### config.mk
export PLATFORM = sky130hd
export DESIGN_NAME = serial_irq_ctrl
export DESIGN_NICKNAME = d
export VERILOG_FILES = /design/src/serial_irq_pkg.sv /design/src/serial_irq_ctrl.sv
export SDC_FILE = /design/constraint.sdc
export NUM_CORES = 1
export LEC_CHECK = 0
export BUFFER_PORTS_ARGS = -buffer_cell sky130_fd_sc_hd__buf_2
export CORE_AREA = 3 3 106 118
export CTS_BUF_LIST = sky130_fd_sc_hd__clkbuf_2 sky130_fd_sc_hd__clkbuf_4 sky130_fd_sc_hd__clkbuf_8
export CTS_CLUSTER_DIAMETER = 100
export DETAILED_ROUTE_END_ITERATION = 8
export DIE_AREA = 0 0 109 121
export SKIP_LAST_GASP = 1
export SYNTH_ARGS = -nofsm -noshare
export SYNTH_HDL_FRONTEND = slang
export SYNTH_SLANG_ARGS = --single-unit
### constraint.sdc
create_clock -name CORE_CLK_IN -period 11.4 [get_ports CORE_CLK_IN]
set_clock_uncertainty 0.2 [all_clocks]
set_input_delay 2.28 -clock CORE_CLK_IN [delete_from_list [all_inputs] [get_ports CORE_CLK_IN]]
set_output_delay 2.28 -clock CORE_CLK_IN [all_outputs]
set_load 0.02 [all_outputs]
### src/serial_irq_pkg.sv
// Overview of operation
// - start frame lasts 4, 6 or 8 clocks by two-bit field; 11 reserved, reset 4
// - polling bit: 0 runs continuous streams, 1 runs quiet streams
// - slot recovery phase: bit 0 drives line high, bit 1 leaves it undriven; start and stop recovery always driven
// - each of sixteen slots has a bit: 0 edge handling, 1 level handling
// - level slot seen asserted on the stream sets its status bit
// - software writes 1 to a status bit to clear and re-arm it
// - edge-handled slots never set a status bit
// - mode control bits 7:4 read zero and ignore writes
// - all fields reset on link reset, global reset and power-on reset
// - status bits 13 to 0 behave like bits 15 and 14
package serial_irq_pkg;
    localparam int          NUM_SLOTS          = 16;
    localparam logic [7:0]  MODE_CTRL_OFFSET   = 8'hE0;
    localparam logic [7:0]  EDGE_SEL_OFFSET    = 8'hE2;
    localparam logic [7:0]  STATUS_OFFSET      = 8'hE4;
    localparam logic [5:0]  DWORD_MODE_EDGE    = 6'h38;
    localparam logic [5:0]  DWORD_STATUS       = 6'h39;
    localparam logic [7:0]  MODE_CTRL_RESET    = 8'h00;
    localparam logic [15:0] EDGE_SEL_RESET     = 16'h0000;
    localparam logic [15:0] STATUS_RESET       = 16'h0000;
    localparam logic [7:0]  MODE_WRITE_MASK    = 8'h0F;
    localparam int          START_WIDTH_LSB    = 2;
    localparam int          POLL_BIT           = 1;
    localparam int          DRIVE_BIT          = 0;
    localparam logic [1:0]  WIDTH_4            = 2'h0;
    localparam logic [1:0]  WIDTH_6            = 2'h1;
    localparam logic [1:0]  WIDTH_8            = 2'h2;
    localparam logic [3:0]  START_CLOCKS_4     = 4'h4;
    localparam logic [3:0]  START_CLOCKS_6     = 4'h6;
    localparam logic [3:0]  START_CLOCKS_8     = 4'h8;
    localparam logic [3:0]  STOP_CLOCKS_CONT   = 4'h3;
    localparam logic [3:0]  STOP_CLOCKS_QUIET  = 4'h2;
    localparam logic [3:0]  IDLE_GAP_CLOCKS    = 4'h2;
    localparam int          SYNC_LATENCY       = 2;

    typedef enum logic [3:0] {
        ST_IDLE      = 4'h0,
        ST_START     = 4'h1,
        ST_START_REC = 4'h2,
        ST_START_TAR = 4'h3,
        ST_SAMPLE    = 4'h4,
        ST_SLOT_REC  = 4'h5,
        ST_SLOT_TAR  = 4'h6,
        ST_STOP      = 4'h7,
        ST_STOP_REC  = 4'h8,
        ST_STOP_TAR  = 4'h9,
        ST_GAP       = 4'hA
    } stream_state_e;

    typedef struct packed {
        logic        wr;
        logic        rd;
        logic [5:0]  dword;
        logic [3:0]  be;
        logic [31:0] wdata;
    } cfg_req_s;

    typedef struct packed {
        logic oe;
        logic level;
    } line_drive_s;
endpackage

### src/serial_irq_ctrl.sv
`timescale 1ns/1ps
`default_nettype none
module serial_irq_ctrl
    import serial_irq_pkg::*;
(
    // clock and resets
    input  wire logic        CORE_CLK_IN,
    input  wire logic        RESET_N_IN,
    input  wire logic        LINK_RESET_N_IN,
    input  wire logic        GLOBAL_RESET_N_IN,
    // configuration space access
    input  wire logic        CFG_WR_IN,
    input  wire logic        CFG_RD_IN,
    input  wire logic [5:0]  CFG_DWORD_IN,
    input  wire logic [3:0]  CFG_BE_IN,
    input  wire logic [31:0] CFG_WDATA_IN,
    output logic      [31:0] CFG_RDATA_OUT,
    output logic             CFG_RD_VALID_OUT,
    // serial interrupt line
    input  wire logic        SERIAL_INTERRUPT_LINE_IN,
    output logic             SERIAL_INTERRUPT_LINE_OUT,
    output logic             SERIAL_INTERRUPT_LINE_OE_OUT,
    // decoded slot levels
    output logic      [15:0] SLOT_ASSERTED_OUT
);
    // any of the three resets clears everything
    logic rst_n;
    assign rst_n = RESET_N_IN & LINK_RESET_N_IN & GLOBAL_RESET_N_IN;

    cfg_req_s req;
    assign req = '{wr: CFG_WR_IN, rd: CFG_RD_IN, dword: CFG_DWORD_IN, be: CFG_BE_IN, wdata: CFG_WDATA_IN};

    function automatic logic [3:0] start_clocks(input logic [1:0] sel);
        // reserved code falls back to the narrowest pulse
        case (sel)
            WIDTH_6: start_clocks = START_CLOCKS_6;
            WIDTH_8: start_clocks = START_CLOCKS_8;
            default: start_clocks = START_CLOCKS_4;
        endcase
    endfunction

    function automatic line_drive_s drive_of(input stream_state_e st, input logic tristate_rec);
        drive_of = '{oe: 1'b0, level: 1'b1};
        case (st)
            ST_START, ST_STOP:          drive_of = '{oe: 1'b1, level: 1'b0};
            ST_START_REC, ST_STOP_REC:  drive_of = '{oe: 1'b1, level: 1'b1};
            ST_SLOT_REC:                drive_of = '{oe: ~tristate_rec, level: 1'b1};
            default:                    drive_of = '{oe: 1'b0, level: 1'b1};
        endcase
    endfunction

    // registers
    logic [7:0]  mode_ctrl;
    logic [15:0] edge_sel;
    logic [15:0] status;
    logic [7:0]  next_mode_ctrl;
    logic [15:0] next_edge_sel;
    logic [15:0] next_status;
    logic [31:0] rdata;
    logic [31:0] next_rdata;
    logic        rd_valid;
    logic        next_rd_valid;

    // stream engine
    stream_state_e state;
    stream_state_e next_state;
    logic [3:0]    cnt;
    logic [3:0]    next_cnt;
    logic [3:0]    slot;
    logic [3:0]    next_slot;
    line_drive_s   drive;
    line_drive_s   next_drive;
    logic [15:0]   asserted;
    logic [15:0]   next_asserted;

    // two-flop synchroniser and sample pipeline matching its delay
    logic                    line_meta;
    logic                    line_sync;
    logic [SYNC_LATENCY-1:0] samp_pipe;
    logic [SYNC_LATENCY-1:0] next_samp_pipe;
    logic [3:0]              samp_slot [SYNC_LATENCY];
    logic [3:0]              next_samp_slot [SYNC_LATENCY];

    logic       tristate_rec;
    logic       quiet;
    logic [1:0] width_sel;
    logic       samp_now;
    logic [3:0] samp_idx;
    logic       slot_low;
    logic [15:0] set_vec;
    logic [15:0] clr_vec;

    assign tristate_rec = mode_ctrl[DRIVE_BIT];
    assign quiet        = mode_ctrl[POLL_BIT];
    assign width_sel    = mode_ctrl[START_WIDTH_LSB+1:START_WIDTH_LSB];
    assign samp_now     = samp_pipe[SYNC_LATENCY-1];
    assign samp_idx     = samp_slot[SYNC_LATENCY-1];
    assign slot_low     = samp_now & ~line_sync;

    always_ff @(posedge CORE_CLK_IN or negedge rst_n) begin
        if (!rst_n) begin
            line_meta <= 1'b1;
            line_sync <= 1'b1;
        end else begin
            line_meta <= SERIAL_INTERRUPT_LINE_IN;
            line_sync <= line_meta;
        end
    end

    // stream sequencing
    always_comb begin
        next_state = state;
        next_cnt   = cnt;
        next_slot  = slot;
        unique case (state)
            ST_IDLE: begin
                // continuous streams start on their own; quiet waits for a request
                if (!quiet || !line_sync) begin
                    next_state = ST_START;
                    next_cnt   = start_clocks(width_sel) - 4'h1;
                end
            end
            ST_START: begin
                // count was loaded with width minus one, so zero ends the pulse
                if (cnt == 4'h0) begin
                    next_state = ST_START_REC;
                end else begin
                    next_cnt = cnt - 4'h1;
                end
            end
            ST_START_REC: next_state = ST_START_TAR;
            ST_START_TAR: begin
                next_state = ST_SAMPLE;
                next_slot  = 4'h0;
            end
            ST_SAMPLE:    next_state = ST_SLOT_REC;
            ST_SLOT_REC:  next_state = ST_SLOT_TAR;
            ST_SLOT_TAR: begin
                if (slot == 4'(NUM_SLOTS - 1)) begin
                    next_state = ST_STOP;
                    next_cnt   = (quiet ? STOP_CLOCKS_QUIET : STOP_CLOCKS_CONT) - 4'h1;
                end else begin
                    next_state = ST_SAMPLE;
                    next_slot  = slot + 4'h1;
                end
            end
            ST_STOP: begin
                if (cnt == 4'h0) begin
                    next_state = ST_STOP_REC;
                end else begin
                    next_cnt = cnt - 4'h1;
                end
            end
            ST_STOP_REC:  next_state = ST_STOP_TAR;
            ST_STOP_TAR: begin
                next_state = ST_GAP;
                next_cnt   = IDLE_GAP_CLOCKS;
            end
            ST_GAP: begin
                // short idle lets the line settle before a new request is read
                if (cnt == 4'h0) begin
                    next_state = ST_IDLE;
                end else begin
                    next_cnt = cnt - 4'h1;
                end
            end
            default: next_state = ST_IDLE;
        endcase
        next_drive = drive_of(next_state, tristate_rec);
    end

    always_ff @(posedge CORE_CLK_IN or negedge rst_n) begin
        if (!rst_n) begin
            state <= ST_IDLE;
            cnt   <= 4'h0;
            slot  <= 4'h0;
            drive <= '{oe: 1'b0, level: 1'b1};
        end else begin
            state <= next_state;
            cnt   <= next_cnt;
            slot  <= next_slot;
            drive <= next_drive;
        end
    end

    // sample pipeline: a slot's level reaches line_sync two clocks late
    always_comb begin
        next_samp_pipe    = {samp_pipe[SYNC_LATENCY-2:0], (state == ST_SAMPLE)};
        next_samp_slot[0] = slot;
        for (int i = 1; i < SYNC_LATENCY; i++) begin
            next_samp_slot[i] = samp_slot[i-1];
        end
        next_asserted = asserted;
        if (samp_now) begin
            next_asserted[samp_idx] = ~line_sync;
        end
    end

    always_ff @(posedge CORE_CLK_IN or negedge rst_n) begin
        if (!rst_n) begin
            samp_pipe <= '0;
            asserted  <= 16'h0000;
            for (int i = 0; i < SYNC_LATENCY; i++) begin
                samp_slot[i] <= 4'h0;
            end
        end else begin
            samp_pipe <= next_samp_pipe;
            asserted  <= next_asserted;
            for (int i = 0; i < SYNC_LATENCY; i++) begin
                samp_slot[i] <= next_samp_slot[i];
            end
        end
    end

    // level slot flags, set beats a simultaneous write-one clear
    genvar g;
    generate
        for (g = 0; g < NUM_SLOTS; g++) begin : g_flag
            assign set_vec[g] = slot_low && (samp_idx == 4'(g)) && edge_sel[g];
        end
    endgenerate

    always_comb begin
        next_mode_ctrl = mode_ctrl;
        next_edge_sel  = edge_sel;
        clr_vec        = 16'h0000;
        next_rd_valid  = req.rd;
        next_rdata     = 32'h0000_0000;
        if (req.wr && req.dword == DWORD_MODE_EDGE) begin
            if (req.be[0]) begin
                next_mode_ctrl = req.wdata[7:0] & MODE_WRITE_MASK;
            end
            if (req.be[2]) begin
                next_edge_sel[7:0] = req.wdata[23:16];
            end
            if (req.be[3]) begin
                next_edge_sel[15:8] = req.wdata[31:24];
            end
        end
        if (req.wr && req.dword == DWORD_STATUS) begin
            if (req.be[0]) begin
                clr_vec[7:0] = req.wdata[7:0];
            end
            if (req.be[1]) begin
                clr_vec[15:8] = req.wdata[15:8];
            end
        end
        next_status = (status & ~clr_vec) | set_vec;
        if (req.rd) begin
            if (req.dword == DWORD_MODE_EDGE) begin
                next_rdata = {edge_sel, 8'h00, mode_ctrl};
            end else if (req.dword == DWORD_STATUS) begin
                next_rdata = {16'h0000, status};
            end
        end
    end

    always_ff @(posedge CORE_CLK_IN or negedge rst_n) begin
        if (!rst_n) begin
            mode_ctrl <= MODE_CTRL_RESET;
            edge_sel  <= EDGE_SEL_RESET;
            status    <= STATUS_RESET;
            rdata     <= 32'h0000_0000;
            rd_valid  <= 1'b0;
        end else begin
            mode_ctrl <= next_mode_ctrl;
            edge_sel  <= next_edge_sel;
            status    <= next_status;
            rdata     <= next_rdata;
            rd_valid  <= next_rd_valid;
        end
    end

    assign CFG_RDATA_OUT                = rdata;
    assign CFG_RD_VALID_OUT             = rd_valid;
    assign SERIAL_INTERRUPT_LINE_OUT    = drive.level;
    assign SERIAL_INTERRUPT_LINE_OE_OUT = drive.oe;
    assign SLOT_ASSERTED_OUT            = asserted;
endmodule
`default_nettype wire

# == Word level (Yosys, flattened, before mapping) ==
# Cells that the tools add are included.
# totals
register_bits,111
latch_bits,0
mem_bits_rw,0
rom_bits,0
in_bits,49
output_inout_bits,51
elab_cells,147
mem_count,0
# classes
n_addsub,4
mul,0
div,0
n_lt_le_gt_ge,2
n_eq_ne,39
n_shift,0
muxes,26
bitwise_logic,8
reduce_logical,51
# op_table
op,count
two-way mux 32 bit,2
equality test 4 bit (second input constant),13
case mux 4 bit (11 select lines),1
equality test 4 x 3 -> 1 bit (second input constant),10
two-way mux 4 bit,10
logical AND 1 bit,35
two-way mux 16 bit,2
equality test 4 x 2 -> 1 bit (second input constant),5
AND 16 bit,1
bitwise mux 16 bit,1
two-way mux 8 bit,2
NOT 16 bit,1
bitwise OR 16 bit,1
case mux 4 bit (2 select lines),2
case mux 4 bit (4 select lines),1
equality test 4 x 1 -> 1 bit (second input constant),3
equality test 6 bit (second input constant),2
logical NOT 4 bit,3
inequality test 2 bit (second input constant),4
AND reduction 2 bit,4
subtractor 4 x 1 -> 4 bit (second input constant),2
case mux 2 bit (3 select lines),1
< comparator 4 x 5 -> 1 bit (second input constant),1
adder 4 x 1 -> 4 bit (second input constant),1
16 further kinds,22

# == Depth between registers and ports, before layout ==
# Gate-level depths: netlist (run 1).
# depth
word_depth,7
mapped_depth,10

# == Worst setup path before layout (run 1) ==
# No wires, ideal clock.
# synth_timing
kind,input to register
start,in CFG_DWORD_IN[1]
end,reg mode_ctrl[0]
t_arrival_ns,3.286
path_slack_ns,7.789
stages,4
n_path_buf,0
cell_sequence,nor2_1 > nand3_1 > nor3_1 > mux2_2
# synth_via
elab_chain_len,3
# synth_lines
item,line_no,text
"start, declared",serial_irq_ctrl.sv:14,"input wire logic [5:0] CFG_DWORD_IN,"
equality test 6 bit,serial_irq_ctrl.sv:229,if (req.wr && req.dword == DWORD_MODE_EDGE) begin
logical AND 1 bit,serial_irq_ctrl.sv:229,
AND reduction 2 bit (no line),n/a,
"end signal, assigned",serial_irq_ctrl.sv:266,mode_ctrl <= next_mode_ctrl;
"end, declared",serial_irq_ctrl.sv:53,logic [7:0] mode_ctrl;
# Every way passes these cells.
# A chain may end at the register's enable or synchronous reset.

# == Final worst setup path (run 1) ==
# layout_timing
start,in CFG_DWORD_IN[1]
end,reg rdata[3] (netlist: CFG_RDATA_OUT[3])
# layout_via
elab_chain_len,4
elab_cells_between_ends,5
classes_between,eq/ne: 2; mux: 3
# layout_lines
item,line_no,text
equality test 6 bit,serial_irq_ctrl.sv:252,end else if (req.dword == DWORD_STATUS) begin
two-way mux 16 bit,serial_irq_ctrl.sv:252,
two-way mux 32 bit *,serial_irq_ctrl.sv:250,if (req.dword == DWORD_MODE_EDGE) begin
two-way mux 32 bit *,serial_irq_ctrl.sv:249,if (req.rd) begin
net next_rdata[3],serial_irq_ctrl.sv:60,logic [31:0] next_rdata;
"end signal, assigned",serial_irq_ctrl.sv:269,rdata <= next_rdata;
"end, declared",serial_irq_ctrl.sv:59,logic [31:0] rdata;
# Mark *: on every way through the listed nets, which the timed path passes. The rest lies on a longest branch.

==> qor.txt, run 1 <==
Status -> finished clean
Count of nets after finishing -> 528
Critical path launch point type -> primary input
Leakage power -> 0.002728 uW
Total number of vias -> 3160
Critical path type -> in2reg
Reg2reg start -> state[2]$_DFF_PN0_
Post-synthesis xor/xnor area fraction -> 0.3848%
Core Area -> 0.01144 mm^2
Metal3 WL -> 624 um
H-tree depth -> 3
Clk Latency, worst-skew pair -> 0.37 ns
Die H -> 121 um
Yosys reg bits -> 111
Initial antenna violation count -> 0
Post-DP HPWL -> 7310 um
Finish-stage setup viols -> 0
PwrDens -> 189.5 mW/mm^2
Netlist cell types -> 54
CTS Buf Count -> 9
Post-CTS setup buffers -> 0
Met2 WL post-DR -> 4642 um
CP max stage delay -> 0.95 ns
Crit path cell chain -> buf_2 -> nor2_1 -> nand3_1 -> nor3_2 -> a22o_1
DR vias/cell -> 5.000
Crit path launch -> CFG_DWORD_IN[1]
Count of yosys warnings during synthesis -> 0
Max-cap violations -> 0
CP endpoint -> CFG_RDATA_OUT[3]$_DFF_PN0_
Sequential share of the synthesized area -> 61.11%
Drt wl/cell -> 15.96 um
DRT Wirelength -> 10090 um
Cts repair resizes -> 0
DR pass1 iterations -> 4
First-pass GRT wire length -> 15670 um
FF-to-FF End -> cnt[1]$_DFFE_PN0P_
RSZ-0062 raised after global routing -> no
DR DRC count -> 0
Fin area -> 0.005338 mm^2
Hold Crit Class -> reg2reg
Share of cells above drive strength 1 -> 31.54%
CP max-delay cell -> nor3_2
Worst-Margin Slew -> 1.232 ns
CTS Hold Bufs -> 0
Iter 0 DRT Violations -> 117
CP Capture Type -> flip-flop
WHS -> 0.1541 ns
Path depth of the worst reg2reg path -> 8
Cell family with most CP delay -> simple AND/OR/NAND/NOR gates
Die width -> 109 um
Top Layer Used -> met4
Worst path bufs/invs -> 1
Top cell type's share of synthesized area -> 59.37%
Fin Setup TNS -> 0 ns
Post-synth top area cell -> dfrtp_1
Fmax -> 265.5 MHz
Starting Density -> 39.79%
Post-synthesis mux area share -> 5.140%
Power consumption -> 1012 uW
Slew headroom -> 17.39%
Ys flop type -> dfrtp_1
Crit path DAT -> 3.88 ns
Antenna Nets Post-Route -> 0
Top-count cell post-synth -> dfrtp_1
Slew Viols, Final -> 0
Register-to-register setup slack -> 8.71 ns
Syn avg cell area -> 12.07 um^2
Peak supply drop -> 0.08657 mV
I/O pins -> 100
Final hold vios -> 0
Period minus WS final -> 3.766 ns
Adder-cell share of the synthesized area -> 0.5498%
# rows -> 41
Number of I/O port buffers -> 99
Post-Syn Nets -> 428
# diodes -> 0
CP required -> 11.51 ns
Global route overflow -> 0
Dpl cell area -> 0.005151 mm^2
Largest net degree at the start of global routing -> 66
Synthesized instance count -> 377
Vias in the first global route -> 3044
Final period util -> 33.04%
Crit-path max FO -> 20
Die Area -> 0.01319 mm^2
EDFF count, synth -> 0
Commonest cells post-synth -> 108 x dfrtp_1, 44 x nand2_1, 29 x and2_1
CTS tree -> built
Compound-Gate Fraction of Synth Area -> 12.92%
Synth async-reset ratio -> 100.0%
Synth area leaders -> dfrtp_1 59%, mux2_2 4.7%, and2_1 4.0%
Clock sink count -> 111
Syn Std Cell Area -> 0.004552 mm^2
Clock Path Buffers -> 2
Main combinational cell family by area after synthesis -> simple AND/OR/NAND/NOR gates
GRT Util Overall -> 15.60%
Area Overhead vs Synth -> 17.26%
Simple-Gate Fraction of Synth Area -> 17.26%
Routability cong. -> 0.8085
Clock-pin slew on the worst setup and hold paths -> 0.10 ns
WP depth -> 5
WL met1 -> 4699 um
Root Buffer -> clkbuf_8
[cell usage in the layout (no fill, tap or decap), types with 3 or more instances in the layout]
cell      Yosys  final
a21oi_1       9      9
nor2b_1       6      6
and2_1       29     29
or2b_1        3      3
nand4_1       3      3
a211oi_1      4      4
a22o_1       15     15
nand2b_1      3      3
buf_2         0     99
clkinv_4      0      3
inv_1         5      5
dfrtp_1     108    108
o21ai_0      14     14
and3_1        4      3
nor3_1        8      7
nand2_1      44     44
a32o_1        7      7
clkbuf_8      3      9
mux2_2       19     19
a21o_1       10     10
nand3_1      11     11
nor2_1       24     24
dfstp_2       3      3
[per-layer routing]
| layer | vias up | GRT usage (%) |
|---|---|---|
| li1 | 1538 | - |
| met1 | 1521 | 21.26 |
| met2 | 93 | 24.58 |
| met3 | 8 | 3.353 |
| met4 | 0 | 5.446 |
| met5 | - | 0 |
[cells by family after synthesis]
logic type | count (synthesis)
buffers and inverters | 16
AND/OR/NAND/NOR | 149
adder cells (fa/ha/maj) | 2
flip-flops | 111
multiplexers | 21
XOR/XNOR | 2
AO/OA/AOI/OAI | 76
[how the worst min path moves through the flow]
stage	startpoint	to	slack, ns	cells past startpoint
after floorplan	next_samp_slot[0]$_DFF_PN0_	samp_idx[0]$_DFF_PN0_	0.13	0
after global placement	next_samp_slot[2]$_DFF_PN0_	samp_idx[2]$_DFF_PN0_	0.13	0
after detailed placement	next_samp_slot[0]$_DFF_PN0_	samp_idx[0]$_DFF_PN0_	0.13	0
after CTS	next_samp_slot[0]$_DFF_PN0_	samp_idx[0]$_DFF_PN0_	0.16	0
after global routing	next_samp_slot[0]$_DFF_PN0_	samp_idx[0]$_DFF_PN0_	0.16	0
final	next_samp_slot[0]$_DFF_PN0_	samp_idx[0]$_DFF_PN0_	0.15	0
[report_power, final]
group          switching [uW]  internal [uW]  total, uW
Combinational             148            110        258
Sequential               70.0            460        530
Clock                     139           84.2        223
[final cells by class]
| cell class | instances | area, um^2 |
|---|---|---|
| fill | 1042 | 6102 |
| sequential | 111 | 2781 |
| multi-input combinational | 250 | 1660 |
| timing repair buffer | 100 | 503.0 |
| tap | 150 | 187.7 |
| clock buffer | 9 | 123.9 |
| clock inverter | 7 | 62.56 |
| inverter | 5 | 18.77 |
[state kept, by name, indices dropped and copies added (netlist names)]
signal                        count
CFG_RDATA_OUT                    32
SLOT_ASSERTED_OUT                16
edge_sel                         16
status                           16
cnt                               4
mode_ctrl                         4
next_samp_slot                    4
samp_idx                          4
slot                              4
state                             4
samp_pipe                         2
CFG_RD_VALID_OUT                  1
SERIAL_INTERRUPT_LINE_OE_OUT      1
SERIAL_INTERRUPT_LINE_OUT         1
line_meta                         1
line_sync                         1
[per-stage QoR]
step                worst slack (ns)  cells  util [%]
global route                   7.467    632     46.66
global placement               7.286    616     45.03
finish                         7.634    632     46.66
detailed placement             7.238    616     45.03
CTS                            7.639    632     46.66
floorplan                      5.338    377         -
Power figures use the tool's default switching activity.
==> inputs of run 2 (changes only) <==
==> constraint.sdc (replaced) <==
create_clock -name CORE_CLK_IN -period 3.4 [get_ports CORE_CLK_IN]
set_clock_uncertainty 0.2 [all_clocks]
set_input_delay 0.68 -clock CORE_CLK_IN [delete_from_list [all_inputs] [get_ports CORE_CLK_IN]]
set_output_delay 0.68 -clock CORE_CLK_IN [all_outputs]
set_load 0.02 [all_outputs]
==> run 2 against run 1 <==
Effect of this change: combinational power grew to 3.4 times the previous value; routed wire length grew 0.46%; die area is the same; core utilization grew 0.34 points; via count grew 2.4%; cell area grew 0.73%; total power grew to 3.4 times the previous value; largest power group unchanged; sequential share of layout area shrank 0.38 points; non-clock buffer count grew 3.
==> qor.txt, run 2 (same netlist as run 1, synthesis figures left out) <==
Status -> finished clean (unchanged)
I/O pins -> 100 (unchanged)
GRT Util Overall -> 15.84% (was 15.60%)
DP Cell Count -> 619 (was 616)
CTS Hold Bufs -> 0 (unchanged)
Fmax -> 385.6 MHz
Clock Path Buffers -> 2 (unchanged)
# diodes -> 0 (unchanged)
Clock sink count -> 111 (unchanged)
Sw power -> 1167 uW (was 356.8 uW)
Crit-path max FO -> 16 (was 20)
Final period util -> 76.27%
Die H -> 121 um (unchanged)
Clk Latency, worst-skew pair -> 0.37 ns (about the same)
Die width -> 109 um (unchanged)
Largest register FFs -> 32 (unchanged)
Switching share of power -> 34.04% (was 35.28%)
RSZ-0062 raised after global routing -> no (unchanged)
First-pass GRT wire length -> 15990 um (was 15670 um)
Combinational share of power -> 25.6% (was 25.5%)
Final hold vios -> 0 (unchanged)
Cts repair resizes -> 0 (unchanged)
Non-filler instance count after layout -> 634 (was 632)
Clock-pin slew on the worst setup and hold paths -> 0.10 ns (about the same)
P_int -> 2262 uW (was 654.7 uW)
Area Overhead vs Synth -> 18.11% (was 17.26%)
H-tree depth -> 3 (unchanged)
Crit path DAT -> 2.63 ns (was 3.88 ns)
Iter 0 DRT Violations -> 153 (was 117)
Slew Viols, Final -> 0 (unchanged)
CTS tree -> built (unchanged)
Post-DP HPWL -> 7455 um (was 7310 um)
Vias in the first global route -> 3173 (was 3044)
Global route overflow -> 0 (unchanged)
Post-CTS setup buffers -> 0 (unchanged)
Leakage power -> 0.002742 uW (was 0.002728 uW)
Largest net degree at the start of global routing -> 62 (was 66)
Critical path type -> reg2reg (was in2reg)
Share of cells above drive strength 1 -> 31.82% (was 31.54%)
Fin area -> 0.005376 mm^2 (was 0.005338 mm^2)
Total number of vias -> 3236 (was 3160)
DR vias/cell -> 5.104 (was 5.000)
Slew headroom -> 50.46% (was 17.39%)
Routability cong. -> 0.8621 (was 0.8085)
Peak supply drop -> 0.3245 mV (was 0.08657 mV)
Commonest non-fill, non-tap cell in the layout -> dfrtp_1 (unchanged)
Power consumption -> 3430 uW (was 1012 uW)
Crit path cell chain -> nor2b_1 -> a211o_4 -> nor3b_1 -> a21oi_1 -> ha_1 -> a21oi_1 -> a311oi_1 -> a21oi_1 (was buf_2 -> nor2_1 -> nand3_1 -> nor3_2 -> a22o_1)
Max-cap violations -> 0 (unchanged)
DR DRC count -> 0 (unchanged)
Critical Path Most Common Cell -> a21oi_1
Period minus WS final -> 2.593 ns
Dpl cell area -> 0.005186 mm^2 (was 0.005151 mm^2)
CP Capture Type -> flip-flop (unchanged)
DR pass1 iterations -> 4 (unchanged)
Root Buffer -> clkbuf_8 (unchanged)
Count of nets after finishing -> 531 (was 528)
Worst-Margin Slew -> 0.7416 ns (was 1.232 ns)
Hold Crit Class -> reg2reg (unchanged)
Commonest non-fill, non-tap cells in the layout -> 108 x dfrtp_1, 99 x buf_2, 44 x nand2_1 (unchanged)
Antenna Nets Post-Route -> 0 (unchanged)
CP max stage delay -> 0.64 ns (was 0.95 ns)
Register-to-register setup slack -> 0.81 ns (was 8.71 ns)
DRT Wirelength -> 10130 um (was 10090 um)
Fin util -> 47.00% (was 46.66%)
Number of I/O port buffers -> 99 (unchanged)
Final-layout fill cell count -> 1039 (was 1042)
Core Area -> 0.01144 mm^2 (unchanged)
Die Area -> 0.01319 mm^2 (unchanged)
CTS Buf Count -> 9 (unchanged)
CP required -> 3.44 ns (was 11.51 ns)
# rows -> 41 (unchanged)
Initial antenna violation count -> 0 (unchanged)
Drt wl/cell -> 15.98 um (was 15.96 um)
PwrDens -> 637.9 mW/mm^2 (was 189.5 mW/mm^2)
Fin Setup TNS -> 0 ns (unchanged)
Critical path launch point type -> flip-flop (was primary input)
Finish-stage setup viols -> 0 (unchanged)
Starting Density -> 39.79% (unchanged)
Seq pwr share -> 51.7% (was 52.4%)
CP max-delay cell -> dfrtp_1 (was nor3_2)
Clk pwr share -> 22.7% (was 22.0%)
## run 2: stage by stage
stage	setup slack, ns	hold WS, ns
floorplan	0.7264	0.1312
global placement	0.9051	0.1331
detailed placement	0.8277	0.1378
CTS	0.8040	0.1615
global route	0.5803	0.1633
finish	0.8069	0.1582
## run 2: routing by layer
layer / vias up / wire length (um) / track usage [%]
met2: 110 / 4700 / 24.35
met1: 1575 / 4661 / 22.00
met4: 0 / 105 / 6.709
li1: 1541 / - / -
met3: 10 / 667 / 2.821
met5: - / 0 / 0
## run 2: final timing paths
check | depth (start not counted) | endpoint | from
max | 8 | cnt[1]$_DFFE_PN0P_ | state[2]$_DFF_PN0_
min | 0 | samp_idx[3]$_DFF_PN0_ | next_samp_slot[3]$_DFF_PN0_
max reg2reg | 8 | cnt[1]$_DFFE_PN0P_ | state[2]$_DFF_PN0_
min reg2reg | 0 | samp_idx[3]$_DFF_PN0_ | next_samp_slot[3]$_DFF_PN0_
max in group asynchronous | 3 | status[7]$_DFF_PN0_ | GLOBAL_RESET_N_IN
min in group asynchronous | 2 | slot[0]$_DFFE_PN0P_ | LINK_RESET_N_IN
## run 2: power groups by stage
stage               clock network (uW)  logic [uW]  registers (uW)
finish                             778         878            1770
global route                       859         986            1810
CTS                                803         886            1770
detailed placement                   0         879            1800
global placement                     0         867            1790
floorplan                            0         651            1790
## run 2: layout make-up
| type | count | area (um^2) | area share (%) |
|---|---|---|---|
| repair buffers | 103 | 538.0 | 10.01 |
| well taps | 150 | 187.7 | 3.491 |
| clock inverters | 5 | 58.81 | 1.094 |
| clock buffers | 10 | 131.4 | 2.444 |
| flip-flops and latches | 111 | 2781 | 51.73 |
| multi-input cells | 250 | 1660 | 30.88 |
| inverters | 5 | 18.77 | 0.3491 |
## run 2: worst max-delay path, delay by kind of cell, from the launching register on
family	cells	cell delay [ns]
compound gates	5	0.90
flops	1	0.64
simple gates	2	0.42
fa+ha+maj	1	0.30
